==> config.mk <==
export PLATFORM = sky130hd
export DESIGN_NAME = four_level_limit_alarm
export DESIGN_NICKNAME = d
export VERILOG_FILES = /design/src/core/threshold_select.v /design/src/core/level_compare.v /design/src/core/four_level_limit_alarm.v
export VERILOG_INCLUDE_DIRS = /design/src /design/src/core
export SDC_FILE = /design/constraint.sdc
export NUM_CORES = 1
export LEC_CHECK = 0
export BUFFER_PORTS_ARGS = -buffer_cell sky130_fd_sc_hd__clkbuf_2
export CAP_MARGIN = 25
export CORE_MARGIN = 2
export CORE_UTILIZATION = 56
export CTS_CLUSTER_DIAMETER = 150
export DETAILED_ROUTE_END_ITERATION = 10
export HOLD_SLACK_MARGIN = 0.1
export PLACE_DENSITY = 0.78
export SLEW_MARGIN = 20
export SYNTH_ARGS = -nofsm -noshare
export SYNTH_HDL_FRONTEND = slang
export SYNTH_SLANG_ARGS = --single-unit
export TNS_END_PERCENT = 10
==> constraint.sdc <==
create_clock -name clk -period 3.6 [get_ports clk]
set_input_delay 0.18 -clock clk [delete_from_list [all_inputs] [get_ports clk]]
set_output_delay 0.18 -clock clk [all_outputs]
set_load 0.005 [all_outputs]
==> src/core/limit_alarm_consts.vh <==
// constants for the four-level limit alarm
`ifndef LIMIT_ALARM_CONSTS_VH
`define LIMIT_ALARM_CONSTS_VH
`define WORD_W 16
`define BIN_CONST_MAX 16'hffff
`define BCD_CONST_MAX 16'h9999
`define SEL_BINARY 1'b0
`define SEL_DECIMAL 1'b1
// register offsets
`define ADDR_W 4
`define OFF_CTRL 4'h0
`define OFF_TOP 4'h1
`define OFF_HIGH 4'h2
`define OFF_LOW 4'h3
`define OFF_BOTTOM 4'h4
`define OFF_SRC 4'h5
`define OFF_ALARM 4'h6
`define OFF_IRQ_STAT 4'h7
`define OFF_IRQ_MASK 4'h8
// ctrl fields
`define CTRL_SEL_BIT 0
`define CTRL_RESET 16'h0000
`define LIMIT_RESET 16'h0000
`define SRC_RESET 4'h0
`define ALARM_W 4
// alarm bit positions
`define AL_TOP 3
`define AL_HIGH 2
`define AL_LOW 1
`define AL_BOTTOM 0
`endif

==> src/core/threshold_select.v <==
// picks a threshold from a constant register or a memory word
`timescale 1ns/1ps
`include "limit_alarm_consts.vh"
module threshold_select (
  input wire src_mem,
  input wire decimal_sel,
  input wire [15:0] const_word,
  input wire [15:0] mem_word,
  output wire [15:0] limit
);
  wire [15:0] k_clip;
  assign k_clip = (decimal_sel && const_word > `BCD_CONST_MAX) ? `BCD_CONST_MAX : const_word;
  assign limit = src_mem ? mem_word : k_clip;
endmodule

==> src/core/level_compare.v <==
// four-level comparison, binary or decimal digits
`timescale 1ns/1ps
`include "limit_alarm_consts.vh"
module level_compare (
  input wire [15:0] value,
  input wire [15:0] top_limit,
  input wire [15:0] high_limit,
  input wire [15:0] low_limit,
  input wire [15:0] bottom_limit,
  output wire [3:0] alarms
);
  // packed digits compare in the same order as their numeric value
  wire top_hit;
  wire bottom_hit;
  assign top_hit = value >= top_limit;
  assign bottom_hit = value <= bottom_limit;
  assign alarms[`AL_TOP] = top_hit;
  assign alarms[`AL_HIGH] = (value >= high_limit) | top_hit;
  assign alarms[`AL_LOW] = (value <= low_limit) | bottom_hit;
  assign alarms[`AL_BOTTOM] = bottom_hit;
endmodule

==> src/core/four_level_limit_alarm.v <==
// four-level limit alarm with register port and interrupt
//Contract
//- while enabled, each scan updates top, high, low and bottom alarms.
//- binary thresholds are constants 0..65535 or unsigned memory words.
//- top alarm forces high alarm; bottom alarm forces low alarm.
//- low and bottom alarms fire on value less or equal to limit.
//- high and top alarms fire on value greater or equal to limit.
//- a scan with enable low clears all four alarms regardless of value.
//- shared threshold between pair yields one consistent alarm.
//- decimal-digit variant applies same comparison to packed digits.
//- decimal constant thresholds are limited to 0..9999.
`timescale 1ns/1ps
`include "limit_alarm_consts.vh"
module four_level_limit_alarm (
  input wire clk,
  input wire reset_n,
  input wire scan_tick,
  input wire enable,
  input wire [15:0] value,
  input wire [15:0] mem_top,
  input wire [15:0] mem_high,
  input wire [15:0] mem_low,
  input wire [15:0] mem_bottom,
  input wire [3:0] addr,
  input wire [15:0] wdata,
  input wire wr,
  input wire rd,
  output reg [15:0] rdata,
  output reg top_alarm,
  output reg high_alarm,
  output reg low_alarm,
  output reg bottom_alarm,
  output reg irq
);
  // ------------------------------------------------------------
  // registers
  // ------------------------------------------------------------
  reg [15:0] ctrl_reg;
  reg [15:0] top_reg;
  reg [15:0] high_reg;
  reg [15:0] low_reg;
  reg [15:0] bottom_reg;
  reg [3:0] src_reg;
  reg [3:0] stat_reg;
  reg [3:0] mask_reg;
  reg [3:0] alarm_reg;
  reg [3:0] stat_next;
  reg [3:0] alarm_next;
  wire decimal_sel;
  wire [15:0] lim_top;
  wire [15:0] lim_high;
  wire [15:0] lim_low;
  wire [15:0] lim_bottom;
  wire [3:0] cmp_alarms;
  wire [63:0] const_bus;
  wire [63:0] mem_bus;
  wire [63:0] lim_bus;
  genvar i;
  assign decimal_sel = ctrl_reg[`CTRL_SEL_BIT];
  // ------------------------------------------------------------
  // threshold sources
  // ------------------------------------------------------------
  // one selector per limit, word order follows the alarm bit order
  assign const_bus = {top_reg, high_reg, low_reg, bottom_reg};
  assign mem_bus = {mem_top, mem_high, mem_low, mem_bottom};
  generate
    for (i = 0; i < `ALARM_W; i = i + 1) begin : g_sel
      threshold_select sel (
        .src_mem(src_reg[i]),
        .decimal_sel(decimal_sel),
        .const_word(const_bus[i*`WORD_W +: `WORD_W]),
        .mem_word(mem_bus[i*`WORD_W +: `WORD_W]),
        .limit(lim_bus[i*`WORD_W +: `WORD_W])
      );
    end
  endgenerate
  assign lim_top = lim_bus[`AL_TOP*`WORD_W +: `WORD_W];
  assign lim_high = lim_bus[`AL_HIGH*`WORD_W +: `WORD_W];
  assign lim_low = lim_bus[`AL_LOW*`WORD_W +: `WORD_W];
  assign lim_bottom = lim_bus[`AL_BOTTOM*`WORD_W +: `WORD_W];
  // ------------------------------------------------------------
  // comparison
  // ------------------------------------------------------------
  level_compare cmp (
    .value(value),
    .top_limit(lim_top),
    .high_limit(lim_high),
    .low_limit(lim_low),
    .bottom_limit(lim_bottom),
    .alarms(cmp_alarms)
  );
  // ------------------------------------------------------------
  // alarm update and events
  // ------------------------------------------------------------
  always @* begin
    alarm_next = alarm_reg;
    if (scan_tick) begin
      if (enable) begin
        alarm_next = cmp_alarms;
      end else begin
        alarm_next = {`ALARM_W{1'b0}};
      end
    end
    stat_next = stat_reg;
    if (wr && addr == `OFF_IRQ_STAT) begin
      stat_next = stat_reg & ~wdata[3:0];
    end
    // rising alarms set sticky bits; set wins over clear
    stat_next = stat_next | (alarm_next & ~alarm_reg);
  end
  always @(posedge clk) begin
    if (!reset_n) begin
      alarm_reg <= {`ALARM_W{1'b0}};
      stat_reg <= {`ALARM_W{1'b0}};
      top_alarm <= 1'b0;
      high_alarm <= 1'b0;
      low_alarm <= 1'b0;
      bottom_alarm <= 1'b0;
      irq <= 1'b0;
    end else begin
      alarm_reg <= alarm_next;
      stat_reg <= stat_next;
      top_alarm <= alarm_next[`AL_TOP];
      high_alarm <= alarm_next[`AL_HIGH];
      low_alarm <= alarm_next[`AL_LOW];
      bottom_alarm <= alarm_next[`AL_BOTTOM];
      irq <= |(stat_next & mask_reg);
    end
  end
  // ------------------------------------------------------------
  // register writes
  // ------------------------------------------------------------
  always @(posedge clk) begin
    if (!reset_n) begin
      ctrl_reg <= `CTRL_RESET;
      top_reg <= `LIMIT_RESET;
      high_reg <= `LIMIT_RESET;
      low_reg <= `LIMIT_RESET;
      bottom_reg <= `LIMIT_RESET;
      src_reg <= `SRC_RESET;
      mask_reg <= {`ALARM_W{1'b0}};
    end else if (wr) begin
      if (addr == `OFF_CTRL) begin
        ctrl_reg <= {15'h0000, wdata[`CTRL_SEL_BIT]};
      end else if (addr == `OFF_TOP) begin
        top_reg <= wdata;
      end else if (addr == `OFF_HIGH) begin
        high_reg <= wdata;
      end else if (addr == `OFF_LOW) begin
        low_reg <= wdata;
      end else if (addr == `OFF_BOTTOM) begin
        bottom_reg <= wdata;
      end else if (addr == `OFF_SRC) begin
        src_reg <= wdata[3:0];
      end else if (addr == `OFF_IRQ_MASK) begin
        mask_reg <= wdata[3:0];
      end
    end
  end
  // ------------------------------------------------------------
  // register reads
  // ------------------------------------------------------------
  always @(posedge clk) begin
    if (!reset_n) begin
      rdata <= 16'h0000;
    end else if (rd) begin
      if (addr == `OFF_CTRL) begin
        rdata <= ctrl_reg;
      end else if (addr == `OFF_TOP) begin
        rdata <= top_reg;
      end else if (addr == `OFF_HIGH) begin
        rdata <= high_reg;
      end else if (addr == `OFF_LOW) begin
        rdata <= low_reg;
      end else if (addr == `OFF_BOTTOM) begin
        rdata <= bottom_reg;
      end else if (addr == `OFF_SRC) begin
        rdata <= {12'h000, src_reg};
      end else if (addr == `OFF_ALARM) begin
        rdata <= {12'h000, alarm_reg};
      end else if (addr == `OFF_IRQ_STAT) begin
        rdata <= {12'h000, stat_reg};
      end else if (addr == `OFF_IRQ_MASK) begin
        rdata <= {12'h000, mask_reg};
      end else begin
        rdata <= 16'h0000;
      end
    end else begin
      rdata <= 16'h0000;
    end
  end
endmodule

==> results.json <==
{
  "core.rowCount": 38,
  "detailroute.via_count": 6919,
  "fin_util_pct": 70.6,
  "viasPerCell": 6.45,
  "grt.total_usage_pct": 39.3,
  "yosysSeqAreaShare_pct": 31.3,
  "grt_first_pass_wirelength_um": 34700,
  "drc_violations": 0,
  "synth_fa_ha_area_share_pct": 12.8,
  "synth.lib_cells_used.distinct": 63,
  "placed_cells": 1043,
  "finalClockSkew_ns": 0.0110,
  "crit_path_frequent_cell": "sky130_fd_sc_hd__nand4_1",
  "postSynthNetCount": 948,
  "power.static_leakage_nw": 2.94,
  "cts_inserted_buffers": 9,
  "final_layout_size_suffix_gt1_share_pct": 24.4,
  "synthSimpleGateAreaFrac_pct": 21.4,
  "insertedDiodeCount": 0,
  "worst_slack_ns": 0.0519,
  "report.final.slew_viol_count": 0,
  "synth_edf_count": 0,
  "critical_path.n_buffers_inverters": 0,
  "max_clock_freq_mhz": 282,
  "pin_count_of_the_biggest_net_entering_global_routing": 66,
  "rsz0062_at_grt": "yes",
  "tritoncts_clock_tree": "yes",
  "tightestPinTransition_ns": 0.801,
  "fillerInstances": 861,
  "timing.critical_path.slowest_stage_cell": "sky130_fd_sc_hd__dfxtp_4",
  "cellPowerDensity_nw_per_um2": 292,
  "fin_crit_sh_pct": 98.6,
  "critical-path-top-delay-family": "simple AND/OR/NAND/NOR gates",
  "root_buffer": "sky130_fd_sc_hd__clkbuf_8",
  "grt_overflow_total": 0,
  "initialDrtViolationCount": 973,
  "placement.io_buffers": 126,
  "cts.htree.levels": 3,
  "finalInstanceArea_um2": 7680,
  "highest_count_cells_in_the_layout_ignoring_fill_and_taps": "sky130_fd_sc_hd__nand2_1 (181), sky130_fd_sc_hd__clkbuf_2 (126), sky130_fd_sc_hd__dfxtp_1 (91)",
  "crit_required_ns": 3.88,
  "max_stage_delay_ns": 0.40,
  "critical_path.startpoint_type": "register",
  "worstPathMaxFanout": 7,
  "final_nets": 1098,
  "die_footprint_um2": 12000,
  "most_common_cell_after_layout_fill_and_taps_aside": "sky130_fd_sc_hd__nand2_1",
  "die-height_um": 110,
  "num_io_pins": 127,
  "worst_setup_hold_path_clk_slew_ns": 0.10,
  "finalSetupViolations": 0,
  "clk-insertion-delay-late_ns": 0.38,
  "drt.antenna.violating_nets": 0,
  "synth_async_sr_flop_share_pct": 0,
  "yosys-mux-area-fraction_pct": 2.12,
  "wl_um": 23500,
  "synthesis.area_um2": 6260,
  "first_pass_iters": 5,
  "postPlaceCellArea_um2": 7200,
  "antenna_violations_before_repair": 0,
  "synth-compound-area-share_pct": 28.9,
  "initial_core_utilization_pct": 57.5,
  "dieWidth_um": 110,
  "worstHoldPathType": "in2reg",
  "worst-endpoint-arrival_ns": 3.83,
  "worst_ir_drop_vdd_uv": 330,
  "clock-sinks": 98,
  "syn_to_final_growth_pct": 22.8,
  "gpl.final_weighted_congestion": 1.06,
  "design.core.area_um2": 10900,
  "slew_headroom_pct": 46.4,
  "synth.avg_cell_area_um2": 8.04,
  "maxCapViolCount": 0,
  "ys.warnings.count": 0,
  "synth_seq_cells": 98,
  "timing.setup.critical_path_class": "reg2reg",
  "cp_cell_sequence": "nand2_4 > nor4b_4 > nand4_1 > o221ai_4 > and2_4 > a22oi_1 > ha_1 > nand4_1 > or2_4 > o221ai_2 > o211a_1 > nor3_2 > a211o_1",
  "cts.path.max_buffers": 2,
  "routedWlPerCell_um": 21.9,
  "dp_hpwl_um": 18500,
  "main_combinational_cell_family_by_area_after_synthesis": "compound AO/OA/AOI/OAI gates",
  "end_kind": "register",
  "grt_pass1_vias": 6384,
  "hold_violations": 0,
  "ys_dominant_reg_cell": "sky130_fd_sc_hd__dfxtp_1",
  "post_synth_inst_count": 778,
  "status": "finished clean",
  "xor_and_xnor_fraction_of_the_mapped_netlist_area_pct": 0,
  "pre_cts_slack_ns": -0.419,
  "fin_crit_ns": 3.55,
  "instances_no_fill": 1073
}
==> final timing paths <==
path | cells past startpoint | to | from | slack (ns)
worst min register to register | 2 | top_reg[5] | top_reg[5] | 0.51
worst max-delay path | 13 | irq | low_reg[11] | 0.05
worst max register to register | 13 | irq | low_reg[11] | 0.05
worst min-delay path | 3 | high_reg[9] | wdata[9] | 0.13
==> cell families after synthesis <==
group | count (synthesis)
simple gates | 295
compound gates | 255
flops | 98
fa+ha+maj | 64
buf+inv | 53
mux | 13
==> repair_timing <==
item | in CTS | in global routing
setup endpoints to repair | 5 | 6
gates resized for setup | 15 | 27
pin swaps | 4 | 23
endpoints found under the hold margin | 29 | 0
hold buffers | 12 | 0
setup buffers | 0 | 2
==> metal layers <==
layer | track usage, % | vias to the layer above | part of all wire, %
li1 | - | 3180 | -
met1 | 54.3 | 3214 | 41
met2 | 57.7 | 458 | 43
met3 | 9.13 | 67 | 12
met4 | 18.6 | 0 | 4.0
met5 | 0 | - | 0
==> layout make-up <==
type / count / area (um2) / area share [%]
Timing Repair Buffer: 182 / 1080 / 14.1
Multi-Input combinational cell: 627 / 4210 / 54.8
Inverter: 10 / 37.5 / 0.489
Sequential cell: 98 / 1980 / 25.7
Clock buffer: 10 / 138 / 1.79
Clock inverter: 6 / 62.6 / 0.814
Tap cell: 140 / 175 / 2.28
==> power breakdown <==
group / switching (W) / leakage [nW] / internal (W)
clock network: 0.000407 / 0.107 / 0.000342
logic: 0.000214 / 2.04 / 0.000162
registers: 0.0000202 / 0.796 / 0.00110
==> worst min-delay path, cell delays in order <==
cell and delay (ns):
sky130_fd_sc_hd__clkbuf_2 0.15, sky130_fd_sc_hd__nand2_1 0.08, sky130_fd_sc_hd__a21boi_0 0.07
==> cell usage after synthesis (all sizes together) (11+ instances only) <==
cell type	count	share of area, %
a21boi	72	8.6
a21oi	46	3.7
a222oi	13	2.1
a22oi	30	3.6
clkbuf	33	2.0
dfxtp	98	31
ha	64	13
mux2i	11	1.8
nand2	183	11
nand3	16	1.3
nand4	11	1.1
nor2	23	1.5
nor3	16	1.4
o21ai	16	1.3
o22ai	28	2.8
==> through the flow <==
step           hold slack (ns)  TNS (ns)  total power (W)
2_1_floorplan            0.311         0          0.00133
3_3_place_gp             0.427    -0.857          0.00148
3_5_place_dp             0.443     -1.19          0.00149
4_1_cts                  0.129         0          0.00223
5_1_grt                  0.164    -0.178          0.00232
6_report                 0.131         0          0.00224
(Power assumes the default switching activity.)
